## config.mk

```make
export PLATFORM = sky130hd
export DESIGN_NAME = front_panel_io
export DESIGN_NICKNAME = d
export VERILOG_FILES = /design/src/include/fp_pkg.sv /design/src/include/key_if.sv /design/src/hdl/key_debounce.sv /design/src/hdl/wb_slave.sv /design/src/hdl/front_panel_io.sv
export SDC_FILE = /design/constraint.sdc
export NUM_CORES = 1
export LEC_CHECK = 0
export ABC_CLOCK_PERIOD_IN_PS = 2300
export BUFFER_PORTS_ARGS = -buffer_cell sky130_fd_sc_hd__clkbuf_2
export CAP_MARGIN = 40
export CORE_MARGIN = 2
export CORE_UTILIZATION = 35
export CTS_BUF_LIST = sky130_fd_sc_hd__clkbuf_16
export CTS_CLUSTER_SIZE = 16
export DETAILED_ROUTE_END_ITERATION = 12
export PLACE_DENSITY = 0.61
export SYNTH_ARGS = -nofsm -noshare
export SYNTH_HDL_FRONTEND = slang
export SYNTH_HIERARCHICAL = 1
export SYNTH_SLANG_ARGS = --single-unit
```

## constraint.sdc

```tcl
create_clock -name core_clk_i -period 2.3 [get_ports core_clk_i]
set_input_delay 0.23 -clock core_clk_i [delete_from_list [all_inputs] [get_ports core_clk_i]]
set_output_delay 0.23 -clock core_clk_i [all_outputs]
set_load 0.01 [all_outputs]
```

## src/include/fp_pkg.sv

```systemverilog
// Constants and register map of the front-panel I/O block
package fp_pkg;
    localparam int NUM_CHARS = 16;
    localparam int NUM_CALLS = 10;
    localparam int CHAR_W = 4;
    localparam int DP_CHAR = 1;
    localparam int CLK_HZ = 20_000_000;
    localparam int SETTLE_MS = 5;
    localparam int SETTLE_CYC = (SETTLE_MS * (CLK_HZ / 1000));
    localparam logic [7:0] OFS_CHAR_DATA = 8'h00;
    localparam logic [7:0] OFS_BLANK = 8'h40;
    localparam logic [7:0] OFS_CALL = 8'h44;
    localparam logic [7:0] OFS_MISC = 8'h48;
    localparam logic [7:0] OFS_STATUS = 8'h4c;
    localparam logic [7:0] OFS_KEY = 8'h50;
    localparam int MISC_LED_BIT = 3;
    localparam int MISC_WDT_BIT = 0;
    localparam int MISC_DP_BIT = 1;
    localparam int ST_STOP_BIT = 0;
    localparam int ST_FRONT_BIT = 1;
    localparam int KEY_VALID_BIT = 4;
endpackage

```

## src/include/key_if.sv

```systemverilog
// Handshake between keyboard conditioner and main block
`timescale 1ns/1ps
interface key_if;
    logic valid;
    logic [3:0] code;
    logic take;
    modport src (output valid, output code, input take);
    modport dst (input valid, input code, output take);
endinterface

```

## src/hdl/key_debounce.sv

```systemverilog
// Keyboard character capture with contact-settling debounce
`timescale 1ns/1ps
module key_debounce
    import fp_pkg::*;
#(
    parameter int SETTLE = SETTLE_CYC
) (
    // Clock and reset
    input wire logic core_clk_i,
    input wire logic nrst_i,
    // Keyboard pins
    input wire logic [CHAR_W-1:0] key_data_i,
    input wire logic key_valid_n_i,
    // To main block
    key_if.src kif
);
    logic [22:0] cnt_q, cnt_d;
    logic armed_q, armed_d;
    logic valid_q, valid_d;
    logic [3:0] code_q, code_d;

    always_comb begin
        cnt_d = cnt_q;
        armed_d = armed_q;
        valid_d = valid_q && !kif.take;
        code_d = code_q;
        // Key must rest open for the settling time before rearming
        if (key_valid_n_i) begin
            if (cnt_q != 23'(SETTLE))
                cnt_d = cnt_q + 23'h1;
            else
                armed_d = 1'b1;
        end else begin
            cnt_d = 23'h0;
            if (armed_q) begin
                armed_d = 1'b0;
                valid_d = 1'b1;
                code_d = key_data_i;
            end
        end
    end

    always_ff @(posedge core_clk_i) begin
        if (!nrst_i) begin
            cnt_q <= 23'h0;
            armed_q <= 1'b0;
            valid_q <= 1'b0;
            code_q <= 4'h0;
        end else begin
            cnt_q <= cnt_d;
            armed_q <= armed_d;
            valid_q <= valid_d;
            code_q <= code_d;
        end
    end

    assign kif.valid = valid_q;
    assign kif.code = code_q;

    a_key_capture: assert property (@(posedge core_clk_i) disable iff (!nrst_i)
        armed_q && !key_valid_n_i |=> valid_q && code_q == $past(key_data_i))
        else $error("key not captured");
    a_key_rearm: assert property (@(posedge core_clk_i) disable iff (!nrst_i)
        !key_valid_n_i |=> !armed_q)
        else $error("rearmed while key closed");
    c_key: cover property (@(posedge core_clk_i) disable iff (!nrst_i) armed_q && !key_valid_n_i);
endmodule // key_debounce

```

## src/hdl/wb_slave.sv

```systemverilog
// Classic Wishbone handshake: one-wait acknowledge
`timescale 1ns/1ps
module wb_slave (
    // Clock and reset
    input wire logic core_clk_i,
    input wire logic nrst_i,
    // Bus
    input wire logic cyc_i,
    input wire logic stb_i,
    output logic ack_o,
    output logic take_o
);
    logic ack_q, ack_d;
    always_comb begin
        ack_d = cyc_i && stb_i && !ack_q;
    end
    always_ff @(posedge core_clk_i) begin
        if (!nrst_i)
            ack_q <= 1'b0;
        else
            ack_q <= ack_d;
    end
    assign ack_o = ack_q;
    assign take_o = ack_d;
    a_ack_drop: assert property (@(posedge core_clk_i) disable iff (!nrst_i) ack_q |=> !ack_q)
        else $error("ack held two cycles");
endmodule // wb_slave

```

## src/hdl/front_panel_io.sv

```systemverilog
// Front-panel display, keyboard, indicator and serial steering logic
`timescale 1ns/1ps
module front_panel_io
    import fp_pkg::*;
#(
    parameter int SETTLE = SETTLE_CYC
) (
    // Clock and reset
    input wire logic core_clk_i,
    input wire logic nrst_i,
    // Wishbone slave
    input wire logic wb_cyc_i,
    input wire logic wb_stb_i,
    input wire logic wb_we_i,
    input wire logic [7:0] wb_adr_i,
    input wire logic [3:0] wb_sel_i,
    input wire logic [31:0] wb_dat_i,
    output logic [31:0] wb_dat_o,
    output logic wb_ack_o,
    // Display
    output logic [NUM_CHARS*CHAR_W-1:0] char_data_o,
    output logic [NUM_CHARS-1:0] char_strobe_o,
    output logic [NUM_CHARS-1:0] char_blank_o,
    output logic decimal_point_o,
    // Indicators
    output logic [NUM_CALLS-1:0] call_led_o,
    output logic board_led_o,
    output logic watchdog_indicator_o,
    input wire logic watchdog_i,
    // Keyboard and switch
    input wire logic [CHAR_W-1:0] key_data_i,
    input wire logic key_valid_n_i,
    input wire logic stop_timing_i,
    // Serial channel four steering
    input wire logic front_serial_select_n_i,
    input wire logic uart4_txd_i,
    output logic uart4_rxd_o,
    input wire logic front_serial_connector_rxd_i,
    output logic front_serial_connector_txd_o,
    input wire logic rear_serial_connector_rxd_i,
    output logic rear_serial_connector_txd_o
);
    key_if kif ();
    logic take;
    logic wr, rd;
    logic [5:0] idx;

    logic [CHAR_W-1:0] char_q [NUM_CHARS];
    logic [CHAR_W-1:0] char_d [NUM_CHARS];
    logic [NUM_CHARS-1:0] strobe_q, strobe_d;
    logic [NUM_CHARS-1:0] blank_q, blank_d;
    logic [NUM_CALLS-1:0] call_q, call_d;
    logic [7:0] misc_q, misc_d;
    logic [31:0] rdat_q, rdat_d;
    logic led_q, led_d, wdt_q, wdt_d, dp_q, dp_d;
    logic [NUM_CHARS*CHAR_W-1:0] shown_q, shown_d;
    logic front_q, front_d, u_rx_q, u_rx_d, f_tx_q, f_tx_d, r_tx_q, r_tx_d;

    key_debounce #(.SETTLE(SETTLE)) u_key (
        .core_clk_i(core_clk_i),
        .nrst_i(nrst_i),
        .key_data_i(key_data_i),
        .key_valid_n_i(key_valid_n_i),
        .kif(kif)
    );

    wb_slave u_wb (
        .core_clk_i(core_clk_i),
        .nrst_i(nrst_i),
        .cyc_i(wb_cyc_i),
        .stb_i(wb_stb_i),
        .ack_o(wb_ack_o),
        .take_o(take)
    );

    assign wr = take && wb_we_i && wb_sel_i[0];
    assign rd = take && !wb_we_i;
    assign idx = wb_adr_i[7:2];
    // Reading the key register consumes the character
    assign kif.take = rd && wb_adr_i == OFS_KEY;

    always_comb begin
        strobe_d = '0;
        blank_d = blank_q;
        call_d = call_q;
        misc_d = misc_q;
        for (int i = 0; i < NUM_CHARS; i++) begin
            char_d[i] = char_q[i];
        end
        if (wr) begin
            if (wb_adr_i < OFS_BLANK) begin
                // Writing a character pulses only its own strobe
                char_d[idx[3:0]] = wb_dat_i[CHAR_W-1:0];
                strobe_d[idx[3:0]] = 1'b1;
            end else if (wb_adr_i == OFS_BLANK)
                blank_d = wb_dat_i[NUM_CHARS-1:0];
            else if (wb_adr_i == OFS_CALL)
                call_d = wb_dat_i[NUM_CALLS-1:0];
            else if (wb_adr_i == OFS_MISC)
                misc_d = wb_dat_i[7:0];
        end
        rdat_d = 32'h0;
        if (rd) begin
            if (wb_adr_i < OFS_BLANK)
                rdat_d[CHAR_W-1:0] = char_q[idx[3:0]];
            else if (wb_adr_i == OFS_BLANK)
                rdat_d[NUM_CHARS-1:0] = blank_q;
            else if (wb_adr_i == OFS_CALL)
                rdat_d[NUM_CALLS-1:0] = call_q;
            else if (wb_adr_i == OFS_MISC)
                rdat_d[7:0] = misc_q;
            else if (wb_adr_i == OFS_STATUS) begin
                rdat_d[ST_STOP_BIT] = stop_timing_i;
                rdat_d[ST_FRONT_BIT] = front_q;
            end else if (wb_adr_i == OFS_KEY) begin
                rdat_d[CHAR_W-1:0] = kif.code;
                rdat_d[KEY_VALID_BIT] = kif.valid;
            end
        end
    end

    generate
        for (genvar g = 0; g < NUM_CHARS; g++) begin : g_char
            // Blanking does not mask the digit; char_data_o carries the stored value and char_blank_o the blank
            always_comb begin
                shown_d[g*CHAR_W +: CHAR_W] = char_q[g];
            end
            always_ff @(posedge core_clk_i) begin
                if (!nrst_i)
                    char_q[g] <= 4'h0;
                else
                    char_q[g] <= char_d[g];
            end
        end
    endgenerate

    always_comb begin
        led_d = misc_q[MISC_LED_BIT];
        wdt_d = misc_q[MISC_WDT_BIT] && watchdog_i;
        dp_d = misc_q[MISC_DP_BIT] && !blank_q[DP_CHAR];
        front_d = !front_serial_select_n_i;
        u_rx_d = front_q ? front_serial_connector_rxd_i : rear_serial_connector_rxd_i;
        f_tx_d = front_q ? uart4_txd_i : 1'b1;
        r_tx_d = front_q ? 1'b1 : uart4_txd_i;
    end

    always_ff @(posedge core_clk_i) begin
        if (!nrst_i) begin
            strobe_q <= '0;
            blank_q <= '1;
            call_q <= '0;
            misc_q <= 8'h00;
            rdat_q <= 32'h0;
            shown_q <= '0;
            led_q <= 1'b0;
            wdt_q <= 1'b0;
            dp_q <= 1'b0;
            front_q <= 1'b0;
            u_rx_q <= 1'b1;
            f_tx_q <= 1'b1;
            r_tx_q <= 1'b1;
        end else begin
            strobe_q <= strobe_d;
            blank_q <= blank_d;
            call_q <= call_d;
            misc_q <= misc_d;
            rdat_q <= rdat_d;
            shown_q <= shown_d;
            led_q <= led_d;
            wdt_q <= wdt_d;
            dp_q <= dp_d;
            front_q <= front_d;
            u_rx_q <= u_rx_d;
            f_tx_q <= f_tx_d;
            r_tx_q <= r_tx_d;
        end
    end

    assign wb_dat_o = rdat_q;
    assign char_data_o = shown_q;
    assign char_strobe_o = strobe_q;
    assign char_blank_o = blank_q;
    assign decimal_point_o = dp_q;
    assign call_led_o = call_q;
    assign board_led_o = led_q;
    assign watchdog_indicator_o = wdt_q;
    assign uart4_rxd_o = u_rx_q;
    assign front_serial_connector_txd_o = f_tx_q;
    assign rear_serial_connector_txd_o = r_tx_q;

    a_serial_front: assert property (@(posedge core_clk_i) disable iff (!nrst_i)
        !front_serial_select_n_i ##1 !front_serial_select_n_i |=> f_tx_q == $past(uart4_txd_i) && r_tx_q)
        else $error("port four not on front");
    a_serial_rear: assert property (@(posedge core_clk_i) disable iff (!nrst_i)
        front_serial_select_n_i ##1 front_serial_select_n_i |=> r_tx_q == $past(uart4_txd_i) && f_tx_q)
        else $error("port four not on rear");
    a_board_led: assert property (@(posedge core_clk_i) disable iff (!nrst_i)
        wr && wb_adr_i == OFS_MISC |=> ##1 board_led_o == $past(wb_dat_i[MISC_LED_BIT], 2))
        else $error("board led mismatch");
    a_char_strobe: assert property (@(posedge core_clk_i) disable iff (!nrst_i)
        wr && wb_adr_i < OFS_BLANK |=> char_strobe_o[$past(idx[3:0])] && $onehot(char_strobe_o))
        else $error("strobe wrong");
    a_char_value: assert property (@(posedge core_clk_i) disable iff (!nrst_i)
        wr && wb_adr_i < OFS_BLANK |=> ##1 char_data_o[$past(idx[3:0], 2)*CHAR_W +: CHAR_W] == $past(wb_dat_i[3:0], 2))
        else $error("digit not as written");
    a_call_leds: assert property (@(posedge core_clk_i) disable iff (!nrst_i)
        wr && wb_adr_i == OFS_CALL |=> call_led_o == $past(wb_dat_i[NUM_CALLS-1:0]))
        else $error("call leds mismatch");
    a_dp_blank: assert property (@(posedge core_clk_i) disable iff (!nrst_i)
        blank_q[DP_CHAR] |=> !decimal_point_o)
        else $error("decimal point shown while blanked");
    a_wdt_mirror: assert property (@(posedge core_clk_i) disable iff (!nrst_i)
        misc_q[MISC_WDT_BIT] |=> watchdog_indicator_o == $past(watchdog_i))
        else $error("watchdog indicator mismatch");
    a_stop_read: assert property (@(posedge core_clk_i) disable iff (!nrst_i)
        rd && wb_adr_i == OFS_STATUS |=> wb_dat_o[ST_STOP_BIT] == $past(stop_timing_i))
        else $error("stop timing read wrong");
    a_key_read: assert property (@(posedge core_clk_i) disable iff (!nrst_i)
        rd && wb_adr_i == OFS_KEY |=> wb_dat_o[3:0] == $past(kif.code))
        else $error("key code read wrong");
    c_char_write: cover property (@(posedge core_clk_i) disable iff (!nrst_i) wr && wb_adr_i < OFS_BLANK);
    c_key_read: cover property (@(posedge core_clk_i) disable iff (!nrst_i) kif.take && kif.valid);
    c_front_sel: cover property (@(posedge core_clk_i) disable iff (!nrst_i) front_q);
endmodule // front_panel_io

```

==> flow_summary.toml, run 1 <==
[sta]
setup_viol = 0
relSlewSlack = 0.564
rsz0062_at_grt = "no"
drv_slew = 0
postLayoutSetupSlackWorst_ns = 0.322
fmaxAchievable_mhz = 506
tns_ns = 0
fin_crit_ns = 1.98
tightest_slew_ns = 0.655
clock_skew_ns = 0.0102
hold-worst-slack_ns = 0.0106
fin_crit_sh = 0.860
final_hold_viol_count = 0

[run_status]
run_status = "completed"

[global_route]
grtUsageMet2 = 0.288
grt_antenna_before_repair = 2
top_usage_layer = "met2"
track_usage = 0.180
grt_pass1_vias = 6539
grt_overflow = 0
grt_max_degree = 76
use_met1 = 0.249
grt_pass1_wl_um = 37000
grtUsageMet3 = 0.0408

[layout]
fin_nets = 1135
design_area_um2 = 10900
drive_gt1_frac = 0.239
antenna_cells = 0
fill_cells = 2331
areaGrowthSynthToFinish_pct = 25.8
final_common_cell = "dfxtp_1"
final_cell_mix = "dfxtp_1, clkbuf_2, nand2_1, inv_1, mux2i_1"

[synth]
synth_async_sr_flop_share = 0
synth_compound_area_frac = 0.0904
synth_warnings = 6
yosys.area_share.simple = 0.193
avgSynthCellArea_um2 = 9.86
synth_edf_count = 0
synth_xor_area_frac = 0.0121
synth-seq-area-share = 0.534
synthCells = 879
synth_top_family_by_area = "simple AND/OR/NAND/NOR gates"
synthDistinctLibCells = 58
muxShareOfSynthArea = 0.103
synth_fa_ha_area_frac = 0.00289
synth_seq_cells = 231
netlist_area_um2 = 8670
synth_ff_type = "dfxtp_1"

[clocking]
post_cts.repair.setup_buffers = 0
cts.sinks = 231
numCtsBuffers = 25
clk_latency_ns = 0.53
clock-root-buffer = "clkbuf_16"
ctsHoldBuffers = 22
clk_pin_slew_worst_paths_ns = 0.06
htreeDepth = 1
cts_max_path_buffers = 3
ctsResizeCount = 0
cts_tree = "done"

[drt]
first_pass_iters = 8
wl_um = 23800
ant_nets = 0
wl_per_cell_um = 16.9
vias = 6856
dr.first_iter.drc_count = 413
via_per_inst = 4.85
drc = 0

[floorplanning]
io_pins = 205
fp.coreArea_um2 = 24300
fp.dieW_um = 161
die_h_um = 161
dieArea_um2 = 26000
initial_utilization = 0.356
num_rows = 57

[run]
cap_violations = 0

[placement]
place_congestion = 0.856
place_ws_ns = 0.131
dp_hpwl_um = 16800
dpl-instance-area_um2 = 9880
port_buffers = 169

[worst_setup_path]
start_kind = "flop"
critPathMaxFanout = 16
crit_arrival_ns = 2.37
critPathKind = "reg2reg"
cp.required_ns = 2.69
end_kind = "flop"

[power]
power-per-cell-area_nw_per_um2 = 765
power_leakage_nw = 5.10
ir_worst_vdd_v = 0.000527
fin_total_pwr_w = 0.00834

[hold_path]
min_path_type = "in2reg"
==> synth_stat cells, drive strengths merged, types with 3 or more instances <==
cell     instances  area, µm²
o22ai            4       25.0
buf             27        179
a22oi            4       30.0
inv             66        248
a31o             4       35.0
nor2b           32        200
nor3            14       75.1
xor2             5       43.8
xnor2            7       61.3
dfxtp          231       4620
mux4            12        270
nor2            37        139
and3            14       87.6
mux2i           62        621
o31ai           16        120
nand2          116        435
nand3           41        215
o21ai           18       90.1
nand4           14        103
and3b            5       45.0
or4              4       30.0
a22o             3       26.3
or3              8       56.3
clkbuf          37        139
o2111ai          4       35.0
a21oi           10       50.1
nor4            10       83.8
a2bb2oi         34        298
and2            15       93.8
==> registers in the layout, summed over array words and instances (netlist names) <==
register                      count
char_strobe_o                    16
board_led_o                       1
char_blank_o                     16
misc_q                            8
u_key/kif.valid                   1
front_q                           1
u_key/cnt_q                      23
front_serial_connector_txd_o      1
u_wb/ack_o                        1
char_q                           64
u_key/armed_q                     1
wb_dat_o                         16
u_key/kif.code                    4
decimal_point_o                   1
char_data_o                      64
uart4_rxd_o                       1
watchdog_indicator_o              1
call_led_o                       10
rear_serial_connector_txd_o       1
==> through the flow <==
step | util | instances
3_5_place_dp | 0.406 | 1348
3_3_place_gp | 0.406 | 1348
4_1_cts | 0.448 | 1413
2_1_floorplan | - | 894
5_1_grt | 0.448 | 1413
6_report | 0.448 | 1413
==> worst paths after layout <==
check | startpoint | slack (ns) | to | cells after the start
worst max-delay path | u_wb/ack_o | 0.32 | char_blank_o[8] | 5
worst min-delay path | key_data_i[1] | 0.01 | u_key/kif.code[1] | 3
worst max register to register | u_wb/ack_o | 0.32 | char_blank_o[8] | 5
worst min register to register | char_q[4][3] | 0.46 | char_data_o[19] | 2
==> power breakdown <==
group | internal (W) | switching (W) | total (W)
Combinational | 0.000136 | 0.000213 | 0.000349
Sequential | 0.00401 | 0.00000634 | 0.00401
Clock | 0.00233 | 0.00165 | 0.00398
Total | 0.00647 | 0.00187 | 0.00834
==> final cells by class <==
cell class                      instances  area, µm²  area share
Clock buffer                           25        626      0.0574
Clock inverter                         18        183      0.0167
Inverter                               66        248      0.0227
Multi-Input combinational cell        533       3540       0.325
Sequential cell                       231       4620       0.424
Tap cell                              324        405      0.0372
Timing Repair Buffer                  216       1280       0.117
==> per-layer routing <==
layer  share of wire  vias to the layer above
li1                -                     3381
met2            0.46                      197
met4           0.017                        4
met3           0.066                       39
met5          0.0011                        -
met1            0.46                     3235
==> cell families after synthesis <==
kind of cell / after synthesis
multiplexers: 74
AO/OA/AOI/OAI: 106
XOR/XNOR: 12
buffers and inverters: 130
flip-flops: 231
adder cells (fa/ha/maj): 2
other: 1
AND/OR/NAND/NOR: 323
==> critical path, cell delays in order, from the launching register on <==
cell and delay (ns):
dfxtp_1 0.32, and3b_2 0.33, nand3_1 0.23, or3_1 0.70
nand2_1 0.18, nand3_1 0.08
Note: power is estimated with default switching activity, not from simulation.
==> inputs of run 2 (changes only) <==
--- a/config.mk
+++ b/config.mk
@@ -5,7 +5,7 @@
 export SDC_FILE = /design/constraint.sdc
 export NUM_CORES = 1
 export LEC_CHECK = 0
-export ABC_CLOCK_PERIOD_IN_PS = 2300
+export ABC_CLOCK_PERIOD_IN_PS = 2200
 export BUFFER_PORTS_ARGS = -buffer_cell sky130_fd_sc_hd__clkbuf_2
 export CAP_MARGIN = 40
 export CORE_MARGIN = 2
==> constraint.sdc (replaced) <==
create_clock -name core_clk_i -period 2.2 [get_ports core_clk_i]
set_input_delay 0.22 -clock core_clk_i [delete_from_list [all_inputs] [get_ports core_clk_i]]
set_output_delay 0.22 -clock core_clk_i [all_outputs]
set_load 0.01 [all_outputs]
==> flow_summary.toml, run 2 (same netlist as run 1, synthesis figures left out) <==
[sta]
rsz0062_at_grt = "no"
tightest_slew_ns = 0.680
tns_ns = 0
fin_crit_ns = 2.00
final_hold_viol_count = 0
postLayoutSetupSlackWorst_ns = 0.198
fin_crit_sh = 0.910
relSlewSlack = 0.546
fmaxAchievable_mhz = 499
drv_slew = 0
clock_skew_ns = 0.0128
setup_viol = 0

[clocking]
clock-root-buffer = "clkbuf_16"
ctsResizeCount = 0
clk_pin_slew_worst_paths_ns = 0.06
htreeDepth = 1
cts.sinks = 231
cts_max_path_buffers = 3
cts_tree = "done"
numCtsBuffers = 25
clk_latency_ns = 0.53

[drt]
dr.first_iter.drc_count = 409
first_pass_iters = 4
wl_um = 24100
ant_nets = 0
wl_per_cell_um = 17.0
drc = 0
via_per_inst = 4.85
vias = 6879

[worst_setup_path]
critPathKind = "reg2reg"
crit_arrival_ns = 2.38
worst-path-buf-inv = 0
end_kind = "flop"
crit_chain = "and3b_2 > nand3_1 > or3_1 > nand2_1 > nand3_1"
start_kind = "flop"
crit_family = "simple AND/OR/NAND/NOR gates"
r2r_start = "u_wb/ack_o"
critPathMaxFanout = 16
cpPeakStageDelay_ns = 0.71
cpMostUsedCell = "nand3_1"
cp_slowest_cell = "or3_1"
critPathLaunch = "u_wb/ack_o"
cp.required_ns = 2.57

[power]
power.internal_w = 0.00712
fin_total_pwr_w = 0.00905
clkPwrFrac = 0.495
p_comb_frac = 0.042
seqPwrFrac = 0.464
power-per-cell-area_nw_per_um2 = 821
p_sw_frac = 0.214
ir_worst_vdd_v = 0.000553
switching_power_w = 0.00193
power_leakage_nw = 5.16

[placement]
place_ws_ns = -0.00572
port_buffers = 169
place_inst = 1351
place_congestion = 0.861
dpl-instance-area_um2 = 9930
dp_hpwl_um = 17000

[layout]
fin_cells = 1419
design_area_um2 = 11000
antenna_cells = 0
final_common_cell = "dfxtp_1"
final_cell_mix = "dfxtp_1, clkbuf_2, nand2_1, inv_1, mux2i_1"
areaGrowthSynthToFinish_pct = 27.3
fin_nets = 1138
drive_gt1_frac = 0.245

[run_status]
run_status = "completed"

[hold_path]
min_path_type = "in2reg"
hold_start = "key_data_i[0]"

[global_route]
grt_antenna_before_repair = 2
grt_pass1_wl_um = 37000
track_usage = 0.181
grt_overflow = 0
grt_pass1_vias = 6692
grt_max_degree = 48

[floorplanning]
io_pins = 205
fp.dieW_um = 161
dieArea_um2 = 26000
num_rows = 57
fp.coreArea_um2 = 24300
die_h_um = 161
initial_utilization = 0.356

[run]
cap_violations = 0
-- run 2: cell count changes in the layout (fill, tap and decap cells not counted), sizes merged --
cell,change
buf,+3
bufinv,+3
clkinv,+1
clkinvlp,+2
inv,-3
-- run 2: area by class of cell --
type	count	area [µm²]
clock buffer	25	626
clock inverter	21	260
fill	2332	13300
inverter	66	248
multi-input combinational	533	3540
sequential	231	4620
tap	324	405
timing repair buffer	219	1330
-- run 2: final timing paths --
check,to,slack (ns),cells past startpoint
min reg2reg,char_data_o[48],0.45,2
max reg2reg,char_blank_o[15],0.20,5
min,u_key/kif.code[0],0.05,3
max,char_blank_o[15],0.20,5
-- run 2: worst min-delay path, cell delays in order --
cell	delay [ns]
clkbuf_2	0.12
mux2i_1	0.08
nor2b_1	0.10
-- run 2: per-stage QoR --
stage | hold slack [ns] | util
6_report | 0.0493 | 0.454
3_5_place_dp | 0.402 | 0.408
5_1_grt | 0.0571 | 0.454
2_1_floorplan | 0.292 | -
3_3_place_gp | 0.398 | 0.408
4_1_cts | 0.0144 | 0.454
-- run 2: layer usage --
metal | track usage | wire (µm) | vias to the layer above
li1 | - | - | 3385
met1 | 0.245 | 10900 | 3252
met4 | 0.0588 | 627 | 4
met2 | 0.285 | 10900 | 189
met3 | 0.0434 | 1560 | 49
met5 | 0 | 20 | -
-- run 2: power groups by stage --
stage | sequential, W | combinational (W) | clock [W]
global placement | 0.00429 | 0.000337 | 0
floorplan | 0.00429 | 0.000214 | 0
global route | 0.00420 | 0.000401 | 0.00474
CTS | 0.00420 | 0.000371 | 0.00457
finish | 0.00420 | 0.000376 | 0.00448
detailed placement | 0.00429 | 0.000337 | 0
-- run 2: repair_timing --
item                      in CTS  in global routing
hold buffers                  22                  0
setup buffers                  0                  0
hold endpoints to repair      27                  0
